--- src/i2c_rx_guard_pkg.sv ---
// constants shared by the receive-buffer overflow guard and its fifo
//
// Behaviour
// - set buffer-written flag on each byte push to the fifo
// - flag marks unread byte, next byte stalls
// - receive buffer read clears the written flag
// - read colliding with set: flag stays, stall
// - readable status shows SCL held low
package i2c_rx_guard_pkg;

   // ==========================================================
   // data path shape
   localparam int          DATA_W      = 8;    // one received byte
   localparam int          FIFO_DEPTH  = 32;   // bytes buffered toward the core
   localparam logic [3:0]  BITS_BYTE   = 4'h8; // data bits before the ack slot

   // ==========================================================
   // timing figures
   localparam int          MCLK_NS       = 100; // main clock period
   localparam int          SCL_MIN_MCLK  = 4;   // double read safe above this ratio
   localparam int          STALL_BITCLKS = 3;   // low time software waits for

   // ==========================================================
   // reset values of the pin drivers
   localparam logic        SCL_DRV_RST = 1'b0; // open drain: drive value is low
   localparam logic        SDA_DRV_RST = 1'b0;
   localparam logic        OE_RST      = 1'b0; // pins released in reset

   // ==========================================================
   // receiver states
   typedef enum logic [1:0] {
      ST_IDLE,   // waiting for a start condition
      ST_BITS,   // shifting data bits
      ST_STALL,  // byte done but buffer unread: hold SCL low
      ST_ACK     // driving the acknowledge bit
   } rx_state_t;

endpackage : i2c_rx_guard_pkg

--- src/rx_byte_fifo.sv ---
// byte fifo between the bus receiver and the receive buffer read port
`timescale 1ns/100ps
module rx_byte_fifo #(
   parameter int WIDTH = i2c_rx_guard_pkg::DATA_W,
   parameter int DEPTH = i2c_rx_guard_pkg::FIFO_DEPTH
) (
   // clock and reset
   input  wire logic             clk,
   input  wire logic             rst_n,
   // filling side
   input  wire logic             in_valid,
   output logic                  in_ready,
   input  wire logic [WIDTH-1:0] in_data,
   // draining side, data held in a register
   output logic                  out_valid,
   input  wire logic             out_ready,
   output logic      [WIDTH-1:0] out_data
);
   localparam int AW = $clog2(DEPTH);

   // ==========================================================
   // storage and pointers
   logic [WIDTH-1:0] mem [DEPTH];   // array, no reset needed
   logic [AW-1:0]    wr_ptr;        // next slot to write
   logic [AW-1:0]    rd_ptr;        // next slot to read
   logic [AW:0]      count;         // words held in the array
   logic [AW-1:0]    next_wr_ptr;
   logic [AW-1:0]    next_rd_ptr;
   logic [AW:0]      next_count;
   logic             next_out_valid;
   logic [WIDTH-1:0] next_out_data;
   logic             push;          // word accepted this cycle
   logic             pop;           // word moved into the output register

   // ==========================================================
   // next values
   always_comb begin
      in_ready       = (count != (AW+1)'(DEPTH));   // honest full
      push           = in_valid && in_ready;
      // refill output register when empty or being drained
      pop            = (count != '0) && (!out_valid || out_ready);
      next_wr_ptr    = push ? wr_ptr + 1'b1 : wr_ptr;
      next_rd_ptr    = pop ? rd_ptr + 1'b1 : rd_ptr;
      next_count     = count + (AW+1)'(push) - (AW+1)'(pop);
      next_out_data  = pop ? mem[rd_ptr] : out_data;
      if (pop) begin
         next_out_valid = 1'b1;
      end else if (out_ready) begin
         next_out_valid = 1'b0;               // drained, nothing behind it
      end else begin
         next_out_valid = out_valid;
      end
   end

   // ==========================================================
   // registers
   always_ff @(posedge clk) begin
      if (!rst_n) begin
         wr_ptr    <= '0;
         rd_ptr    <= '0;
         count     <= '0;
         out_valid <= 1'b0;
         out_data  <= '0;
      end else begin
         wr_ptr    <= next_wr_ptr;
         rd_ptr    <= next_rd_ptr;
         count     <= next_count;
         out_valid <= next_out_valid;
         out_data  <= next_out_data;
      end
   end

   // write port kept apart so the array carries no reset
   always_ff @(posedge clk) begin
      if (push) begin
         mem[wr_ptr] <= in_data;
      end
   end

endmodule : rx_byte_fifo

--- src/i2c_rx_guard.sv ---
// i2c byte receiver with buffer-written tracking and overflow stall
`timescale 1ns/100ps
module i2c_rx_guard #(
   parameter int DEPTH = i2c_rx_guard_pkg::FIFO_DEPTH
) (
   // clock and reset
   input  wire logic                                 MCLK,
   input  wire logic                                 RST_N,
   // i2c clock pin, open drain
   input  wire logic                                 SCL_IN,
   output logic                                      SCL_OUT,
   output logic                                      SCL_OE,
   // i2c data pin, open drain
   input  wire logic                                 SDA_IN,
   output logic                                      SDA_OUT,
   output logic                                      SDA_OE,
   // receive buffer read port
   input  wire logic                                 RX_RD,
   output logic [i2c_rx_guard_pkg::DATA_W-1:0]       RX_DATA,
   output logic                                      RX_VALID,
   // status
   output logic                                      RX_WRITTEN,
   output logic                                      RX_STALL,
   output logic                                      SCL_HELD_LOW
);

   // ==========================================================
   // pin synchronisers: first stage feeds only the second
   logic scl_meta;     // first stage, SCL
   logic scl_sync;     // second stage, SCL
   logic scl_prev;     // delayed copy for edge finding
   logic sda_meta;     // first stage, SDA
   logic sda_sync;     // second stage, SDA
   logic sda_prev;     // delayed copy for start and stop

   always_ff @(posedge MCLK) begin
      if (!RST_N) begin
         scl_meta <= 1'b1;   // idle bus reads high
         scl_sync <= 1'b1;
         scl_prev <= 1'b1;
         sda_meta <= 1'b1;
         sda_sync <= 1'b1;
         sda_prev <= 1'b1;
      end else begin
         scl_meta <= SCL_IN;
         scl_sync <= scl_meta;
         scl_prev <= scl_sync;
         sda_meta <= SDA_IN;
         sda_sync <= sda_meta;
         sda_prev <= sda_sync;
      end
   end

   // ==========================================================
   // bus events in the MCLK domain
   logic scl_rise;     // sample point for data bits
   logic scl_fall;     // end of each bit slot
   logic bus_start;    // SDA falls while SCL high
   logic bus_stop;     // SDA rises while SCL high

   always_comb begin
      scl_rise  = scl_sync && !scl_prev;
      scl_fall  = !scl_sync && scl_prev;
      bus_start = scl_sync && scl_prev && !sda_sync && sda_prev;
      bus_stop  = scl_sync && scl_prev && sda_sync && !sda_prev;
   end

   // ==========================================================
   // receiver state
   i2c_rx_guard_pkg::rx_state_t state;        // receiver phase
   i2c_rx_guard_pkg::rx_state_t next_state;
   logic [3:0]                  bit_cnt;      // data bits taken so far
   logic [3:0]                  next_bit_cnt;
   logic [7:0]                  shift;        // incoming byte, msb first
   logic [7:0]                  next_shift;
   logic                        written;      // receive buffer holds unread byte
   logic                        next_written;
   logic                        next_scl_oe;
   logic                        next_sda_oe;
   logic                        push;         // byte handed to the fifo
   logic                        fifo_ready;   // fifo can take a byte
   logic                        blocked;      // overflow risk on byte end

   // ==========================================================
   // next values of the receiver
   always_comb begin
      next_state   = state;
      next_bit_cnt = bit_cnt;
      next_shift   = shift;
      next_scl_oe  = SCL_OE;
      next_sda_oe  = SDA_OE;
      push         = 1'b0;
      // unread byte or full fifo means the next byte would be lost
      blocked      = written || !fifo_ready;
      case (state)
         // waiting for a start condition
         i2c_rx_guard_pkg::ST_IDLE: begin
            next_scl_oe = 1'b0;
            next_sda_oe = 1'b0;
         end
         // shift bits on rising SCL, close the byte on the falling edge
         i2c_rx_guard_pkg::ST_BITS: begin
            if (scl_rise && bit_cnt != i2c_rx_guard_pkg::BITS_BYTE) begin
               next_shift   = {shift[6:0], sda_sync};
               next_bit_cnt = bit_cnt + 4'h1;
            end else if (scl_fall && bit_cnt == i2c_rx_guard_pkg::BITS_BYTE) begin
               if (blocked) begin
                  // hold the clock low until the core catches up
                  next_scl_oe = 1'b1;
                  next_state  = i2c_rx_guard_pkg::ST_STALL;
               end else begin
                  push        = 1'b1;
                  next_sda_oe = 1'b1;   // acknowledge the byte
                  next_state  = i2c_rx_guard_pkg::ST_ACK;
               end
            end
         end
         // stalled: a lost clear keeps us here until another read
         i2c_rx_guard_pkg::ST_STALL: begin
            next_scl_oe = 1'b1;
            if (!blocked) begin
               push        = 1'b1;
               next_scl_oe = 1'b0;
               next_sda_oe = 1'b1;
               next_state  = i2c_rx_guard_pkg::ST_ACK;
            end
         end
         // ack slot ends on the next falling SCL edge
         i2c_rx_guard_pkg::ST_ACK: begin
            if (scl_fall) begin
               next_sda_oe  = 1'b0;
               next_bit_cnt = 4'h0;
               next_state   = i2c_rx_guard_pkg::ST_BITS;
            end
         end
         default: begin
            next_state  = i2c_rx_guard_pkg::ST_IDLE;
            next_scl_oe = 1'b0;
            next_sda_oe = 1'b0;
         end
      endcase
      // start and stop override any phase; a stop also drops a stall
      if (bus_start) begin
         next_state   = i2c_rx_guard_pkg::ST_BITS;
         next_bit_cnt = 4'h0;
         next_sda_oe  = 1'b0;
         next_scl_oe  = 1'b0;
      end else if (bus_stop) begin
         next_state  = i2c_rx_guard_pkg::ST_IDLE;
         next_sda_oe = 1'b0;
         next_scl_oe = 1'b0;
      end
   end

   // ==========================================================
   // written flag: setting wins when a read lands in the same cycle,
   // which is exactly how a clear gets lost and a later stall follows
   always_comb begin
      if (push) begin
         next_written = 1'b1;
      end else if (RX_RD) begin
         next_written = 1'b0;
      end else begin
         next_written = written;
      end
   end

   // ==========================================================
   // receiver and pin registers
   always_ff @(posedge MCLK) begin
      if (!RST_N) begin
         state        <= i2c_rx_guard_pkg::ST_IDLE;
         bit_cnt      <= 4'h0;
         shift        <= 8'h00;
         written      <= 1'b0;
         SCL_OE       <= i2c_rx_guard_pkg::OE_RST;
         SDA_OE       <= i2c_rx_guard_pkg::OE_RST;
         SCL_OUT      <= i2c_rx_guard_pkg::SCL_DRV_RST;
         SDA_OUT      <= i2c_rx_guard_pkg::SDA_DRV_RST;
         RX_WRITTEN   <= 1'b0;
         RX_STALL     <= 1'b0;
         SCL_HELD_LOW <= 1'b0;
      end else begin
         state        <= next_state;
         bit_cnt      <= next_bit_cnt;
         shift        <= next_shift;
         written      <= next_written;
         SCL_OE       <= next_scl_oe;
         SDA_OE       <= next_sda_oe;
         SCL_OUT      <= i2c_rx_guard_pkg::SCL_DRV_RST;   // open drain only pulls low
         SDA_OUT      <= i2c_rx_guard_pkg::SDA_DRV_RST;
         RX_WRITTEN   <= next_written;
         RX_STALL     <= (next_state == i2c_rx_guard_pkg::ST_STALL);
         // line low as seen after sync, whoever pulls it
         SCL_HELD_LOW <= !scl_sync;
      end
   end

   // ==========================================================
   // byte buffer; its output register is the receive buffer
   rx_byte_fifo #(
      .WIDTH (i2c_rx_guard_pkg::DATA_W),
      .DEPTH (DEPTH)
   ) u_fifo (
      .clk       (MCLK),
      .rst_n     (RST_N),
      .in_valid  (push),
      .in_ready  (fifo_ready),
      .in_data   (shift),
      .out_valid (RX_VALID),
      .out_ready (RX_RD),
      .out_data  (RX_DATA)
   );

endmodule : i2c_rx_guard

--- config.mk ---
export PLATFORM = sky130hd
export DESIGN_NAME = i2c_rx_guard
export DESIGN_NICKNAME = d
export VERILOG_FILES = /design/src/i2c_rx_guard_pkg.sv /design/src/rx_byte_fifo.sv /design/src/i2c_rx_guard.sv
export SDC_FILE = /design/constraint.sdc
export NUM_CORES = 1
export LEC_CHECK = 0
export BUFFER_PORTS_ARGS = -buffer_cell sky130_fd_sc_hd__buf_2
export CORE_MARGIN = 2
export CORE_UTILIZATION = 45
export CTS_BUF_LIST = sky130_fd_sc_hd__clkbuf_8
export DETAILED_ROUTE_END_ITERATION = 16
export PLACE_DENSITY = 0.7
export SETUP_SLACK_MARGIN = 0.15
export SLEW_MARGIN = 10
export SYNTH_ARGS = -nofsm -noshare
export SYNTH_HDL_FRONTEND = slang
export SYNTH_HIERARCHICAL = 1
export SYNTH_SLANG_ARGS = --single-unit
--- constraint.sdc ---
create_clock -name MCLK -period 4.5 [get_ports MCLK]
set_clock_uncertainty 0.15 [all_clocks]
set_input_delay 0.45 -clock MCLK [delete_from_list [all_inputs] [get_ports MCLK]]
set_output_delay 0.45 -clock MCLK [all_outputs]
set_load 0.01 [all_outputs]
== Yosys cells after proc, flatten, opt, wreduce, memory -nomap -nowiden ==
Memory sizes are Yosys's and may differ from the RTL's. A register that Yosys moved wholly into a read port is not among the register bits.
Index checks and enable logic that the tools add are counted.

* Register bits: 42
* Bits in writable memories: 256
* Input port bits: 5
* Output and inout port bits: 16
* Memories kept: 1

{| class="wikitable"
|+ Memory list
! name !! words !! bits a word !! rd ports !! clocked after Yosys merged registers in !! wr ports !! line !! source
|-
| u_fifo.mem || 32 || 8 || 1 || 1 || 1 || rx_byte_fifo.sv:23 || <nowiki>logic [WIDTH-1:0] mem [DEPTH];</nowiki>
|}

* Add/sub/neg operators: 5
* Equality and inequality tests: 12
* Mux-type cells: 30
* Bitwise operators: 1
* Reductions and logical operators: 32

{| class="wikitable"
|+ Operators by type and width
! operator !! number
|-
| $mux W1 || 17
|-
| $mux W2 || 6
|-
| $logic_and A1 B1 Y1 || 11
|-
| $add A5 B1 Y5 const B || 2
|-
| $ne A2 B2 Y1 const B || 5
|-
| $mux W4 || 2
|-
| $pmux W4 S2 || 1
|-
| $logic_not A1 Y1 || 7
|-
| $add A6 B1 Y6 || 1
|-
| $eq A2 B2 Y1 const B || 3
|-
| $ne A6 B6 Y1 const B || 1
|-
| $pmux W2 S3 || 1
|-
| $reduce_and A3 Y1 || 2
|-
| $reduce_bool A2 Y1 || 3
|-
| $reduce_bool A6 Y1 || 1
|-
| $sub A6 B1 Y6 || 1
|-
| $add A4 B1 Y4 const B || 1
|-
| $eq A4 B4 Y1 const B || 1
|-
| $ne A4 B4 Y1 const B || 1
|-
| $pmux W1 S4 || 1
|-
| $reduce_and A4 Y1 || 1
|-
| $pmux W1 S3 || 1
|-
| $reduce_bool A3 Y1 || 1
|-
| $reduce_or A3 Y1 || 1
|-
| 7 further kinds || 8
|}

== Logic depth before layout (Yosys ltp) ==
* Word-level depth: 10
* Depth in mapped cells: 15
* Depth with buffers taken out: 14

== Hierarchy ==
The synthesis kept the hierarchy.

{| class="wikitable"
|+ Modules (own cells, without submodules)
! module !! times used !! cells an instance !! area an instance (um^2)
|-
| rx_byte_fifo || 1 || 605 || 11212.0
|-
| i2c_rx_guard || 1 || 125 || 1191.1
|}

== Worst setup path before layout ==
No wires, ideal clock.

* Kind: register -> register
* Start point: reg u_fifo.count[2]
* End point: reg u_fifo.count[4]
* Arrival: 2.655 ns
* Slack: 1.575 ns
* Cell stages (with the launch flop): 16
* Buffers on the path: 1
* Clock period less this slack: 2.925 ns
* Cells stage by stage: dfxtp_1 -> inv_1 -> ha_1 -> nand4bb_1 -> nor2b_1 -> nand2_1 -> nor2_1 -> and2_1 -> clkbuf_1 -> ha_1 -> inv_1 -> fa_1 -> nand2b_1 -> a21oi_1 -> o21a_1 -> nor3_1

* Longest elaborated chain between the ends: 10
* Elaborated cells on any way between the ends: 12

{| class="wikitable"
|+ RTL lines
! what !! line !! source
|-
| start: declaration || rx_byte_fifo.sv:26 || <nowiki>logic [AW:0] count;</nowiki>
|-
| start signal: assignment || rx_byte_fifo.sv:67 || <nowiki>count <= next_count;</nowiki>
|-
| $ne A6 B6 Y1 (*) || rx_byte_fifo.sv:38 || <nowiki>in_ready = (count != (AW+1)'(DEPTH));</nowiki>
|-
| net fifo_ready || i2c_rx_guard.sv:81 || <nowiki>logic fifo_ready;</nowiki>
|-
| $logic_not A1 Y1 || i2c_rx_guard.sv:94 || <nowiki>blocked = written || !fifo_ready;</nowiki>
|-
| $logic_or A1 B1 Y1 || i2c_rx_guard.sv:94 ||
|-
| $mux W1 || i2c_rx_guard.sv:107, i2c_rx_guard.sv:121 ||
|-
| $mux W1 || i2c_rx_guard.sv:106 || <nowiki>end else if (scl_fall && bit_cnt == i2c_rx_guard_pkg::BITS_BYTE) begin</nowiki>
|-
| $mux W1 || i2c_rx_guard.sv:103 || <nowiki>if (scl_rise && bit_cnt != i2c_rx_guard_pkg::BITS_BYTE) begin</nowiki>
|-
| $pmux W1 S2 || i2c_rx_guard.sv:95 || <nowiki>case (state)</nowiki>
|-
| $logic_and A1 B1 Y1 (*) || rx_byte_fifo.sv:39 || <nowiki>push = in_valid && in_ready;</nowiki>
|-
| $add A6 B1 Y6 (*) || rx_byte_fifo.sv:44 || <nowiki>next_count = count + (AW+1)'(push) - (AW+1)'(pop);</nowiki>
|-
| $sub A6 B1 Y6 (*) || rx_byte_fifo.sv:44 ||
|}

Mark *: on every way through the listed nets, which the timed path passes. The rest lies on a longest branch.
A chain may end at the register's enable or synchronous reset.

== Worst setup path in the final report ==
* Start point: reg u_fifo.count[2]
* End point: mem u_fifo/mem[30][2] (netlist name), enable pin

* Longest elaborated chain between the ends: 10

{| class="wikitable"
|+ RTL lines
! what !! line !! source
|-
| $ne A6 B6 Y1 (*) || rx_byte_fifo.sv:38 ||
|-
| net fifo_ready || i2c_rx_guard.sv:81 ||
|-
| $logic_not A1 Y1 || i2c_rx_guard.sv:94 ||
|-
| $logic_or A1 B1 Y1 || i2c_rx_guard.sv:94 ||
|-
| $mux W1 || i2c_rx_guard.sv:107, i2c_rx_guard.sv:121 ||
|-
| $mux W1 || i2c_rx_guard.sv:106 ||
|-
| $mux W1 || i2c_rx_guard.sv:103 ||
|-
| $pmux W1 S2 || i2c_rx_guard.sv:95 ||
|-
| $logic_and A1 B1 Y1 (*) || rx_byte_fifo.sv:39 ||
|-
| $mux W1 (*) || rx_byte_fifo.sv:75 || <nowiki>if (push) begin</nowiki>
|-
| $mux W1 (implied by the code) (*) || rx_byte_fifo.sv:76 || <nowiki>mem[wr_ptr] <= in_data;</nowiki>
|-
| end: declaration || rx_byte_fifo.sv:23 ||
|}

Marked as above.

==> run summary <==
Placed cell count = 1065
Setup slack at placement = 1270 ps
FF-to-FF Start = u_fifo/count[2]
Avg WL per Cell = 21.6 µm
DRT Pass-1 Iters = 6
Slew at the pin closest to its max-slew limit = 1250 ps
Tmin final = 3250 ps
Post-DP HPWL = 15.8 mm
Post-synthesis cell area = 12400 µm²
Seq/Total Area, Yosys = 0.700
Slew HR = 0.167
Yosys top cell by area = edfxtp_1
Cell internal pwr = 4.85 mW
RR Endpoint = u_fifo/mem[30][2]
Critical path peak fanout = 8
Sequential Power Share = 0.496
Yosys reg bits = 306
# resized after CTS = 0
Post-synthesis async set-or-reset flop share = 0
DRC = 0
WHS Path Cells = 3
Synth Instances = 730
Clk Latency, worst-skew pair = 550 ps
Combinational Power Share = 0.182
Worst EP arrival = 3280 ps
Hold EP = u_fifo/out_valid
Ant. Diodes = 0
Fmax = 0.308 GHz
Layout cells sized above 1 = 0.199
Buffers & Inverters on Critical Path = 1
# Max-Cap Violations = 0
Final hold vios = 0
Worst Path Required = 4530 ps
Worst setup EP type = register
Cts bufs inserted = 46
Worst R2R Setup Slack = 1250 ps
CTS tree = done
Die Ht = 170 µm
Ys Warns = 6
Largest net degree at the start of global routing = 48
Max-slew violations = 0
Cell Rows = 60
Critical Path Max Stage Delay = 690 ps
GPL Wtd Cong = 0.845
H-tree depth = 2
Cells on worst reg2reg path = 9
Initial antenna violation count = 0
Clock sink total = 306
Most frequent cell after synthesis = edfxtp_1
Critical Path, Cell by Cell = inv_1 > ha_1 > nand4bb_1 > nor2b_1 > nand2_1 > nor2_1 > and2_1 > nand2_1 > nor2_1
Post-route ant nets = 0
DR vias = 6594
Outcome = completed
Final worst setup slack = 1250 ps
Post-synth EDFFs = 256
Synth top area share = 0.620
Setup Viol. Count Final = 0
P_sw = 1.73 mW
Initial Utilization = 0.459
Fin nets = 801
Net Sw Frac = 0.263
Vias in the first global route = 6720
VDD IR-drop max = 327 µV
Clock Path Buffers = 3
Top Ports = 21
First-pass GRT wire length = 38.4 mm
Final period util = 0.721
Syn_area_per_cell = 17.0 µm²
Hold path start = RX_RD
Total congestion overflow = 0
Family with the most delay on the worst path = simple AND/OR/NAND/NOR gates
CORE AREA = 27000 µm²
Setup TNS = 0 ps
Die area = 28900 µm²
GRT Overall Usage = 0.178
Synth unique cells = 61
Clock transition at path regs = 60 ps
CTS root buffer = clkbuf_8
Fin Hold WS = 58.0 ps
Element type at the critical path start = register
Pwr dens = 480 nW/µm²
Most common flop cell mapped by yosys = edfxtp_1
Worst hold path class = in -> reg
Commonest cells in the netlist = edfxtp_1 (256), nor2_1 (52), dfxtp_1 (50), mux4_2 (36), mux2_2 (26)
Non-Filler Instances = 1152
Leak Pwr = 4.57 nW
Critical path class = reg -> reg
CP max stage cell = nor2_1
Width of the die = 170 µm
Synth-to-layout area growth = 10.4%
Final wirelength = 24.9 mm
Largest cells by area after synthesis = edfxtp_1 (62%), dfxtp_1 (8.1%), mux4_2 (6.5%)
Clk pwr share = 0.322
PortBufs = 18
Total power = 6.57 mW
Via/cell ratio = 5.72
Starting DRT DRC Count = 564
RSZ-0062 raised after global routing = no
[power by group through the flow]
stage                     combinational, mW  sequential (mW)  clock, mW
after floorplan                        1.03             3.22          0
after global placement                 1.18             3.32          0
final                                  1.19             3.26       2.12
after global routing                   1.30             3.28       2.30
after detailed placement               1.19             3.32          0
after CTS                              1.20             3.26       2.18
[cells by family (layout without fill, tap and decap cells)]
kind of cell / Yosys count / after routing / synth area share
other cells: 1 / 2 / 0.000302
simple gates: 141 / 141 / 0.0609
fa+ha+maj: 22 / 22 / 0.0228
xor+xnor: 11 / 11 / 0.00777
compound gates: 94 / 94 / 0.0574
flops: 306 / 306 / 0.700
buf+inv: 57 / 137 / 0.0245
mux: 98 / 98 / 0.126
[worst max path at each step]
stage | end | slack [ps] | depth (start not counted) | start
floorplan | u_fifo/count[4] | 1580 | 15 | u_fifo/count[2]
global placement | u_fifo/mem[17][1] | 1380 | 9 | u_fifo/count[2]
detailed placement | u_fifo/mem[6][2] | 1270 | 9 | u_fifo/count[2]
CTS | u_fifo/mem[6][1] | 1250 | 9 | u_fifo/count[3]
global route | u_fifo/mem[17][1] | 900 | 9 | u_fifo/count[3]
finish | u_fifo/mem[30][2] | 1250 | 9 | u_fifo/count[2]
[metal layers]
metal  GRT usage  part of all wire  wire length (µm)  up-vias
met5           0                 0                 0        -
met4      0.0713             0.027               667        0
met3      0.0319             0.065              1630       56
met2       0.284              0.47             11800      242
met1       0.244              0.43             10800     3326
li1            -                 -                 -     2970
[through the flow]
step / util / cell area (µm²)
2_1_floorplan: - / 12400
3_3_place_gp: 0.474 / 12800
3_5_place_dp: 0.474 / 12800
4_1_cts: 0.507 / 13700
5_1_grt: 0.507 / 13700
6_report: 0.507 / 13700
[cells in the final DEF (no fill, tap or decap), types with 8 or more instances in the layout]
cell type	Yosys	layout
nand3_1	16	16
a222oi_1	8	8
nor2_1	52	52
inv_1	20	35
nand2_1	11	11
clkbuf_8	0	50
a22oi_1	9	9
a21oi_1	18	18
edfxtp_1	256	256
nand2b_1	10	10
buf_4	3	10
nor2b_1	14	14
mux2_2	26	26
dfxtp_1	50	48
mux2i_1	25	25
a32o_1	8	8
buf_2	8	18
clkinv_1	1	16
o21ai_0	8	8
ha_1	21	21
mux4_2	36	36
xnor2_1	8	8
[timing repair]
action,4_1_cts,5_1_grt
endpoints found under the hold margin,2,0
hold buffers,2,0
setup buffers,0,0
[area by class of cell]
cell class                      count  area (µm²)
Fill cell                        2185       13300
Sequential cell                   306        8690
Multi-Input combinational cell    368        3410
Clock buffer                       50         688
Tap cell                          341         427
Timing Repair Buffer               31         205
Clock inverter                     35         188
Inverter                           21        78.8
[worst register-to-register path, stage by stage, from the launching register on]
cell and delay, ps:
dfxtp_1 340, inv_1 60, ha_1 210, nand4bb_1 190, nor2b_1 300, nand2_1 90
nor2_1 200, and2_1 310, nand2_1 350, nor2_1 690
[flip-flops by register name, summed over array words and instances, names as in the netlist, 2 cells and up]
signal and cells:
u_fifo/out_data 8, u_fifo/count 6, u_fifo/wr_ptr 5, state 2, shift 8, bit_cnt 4, u_fifo/rd_ptr 5, u_fifo/mem 256
Note: power is estimated with default switching activity, not from simulation.
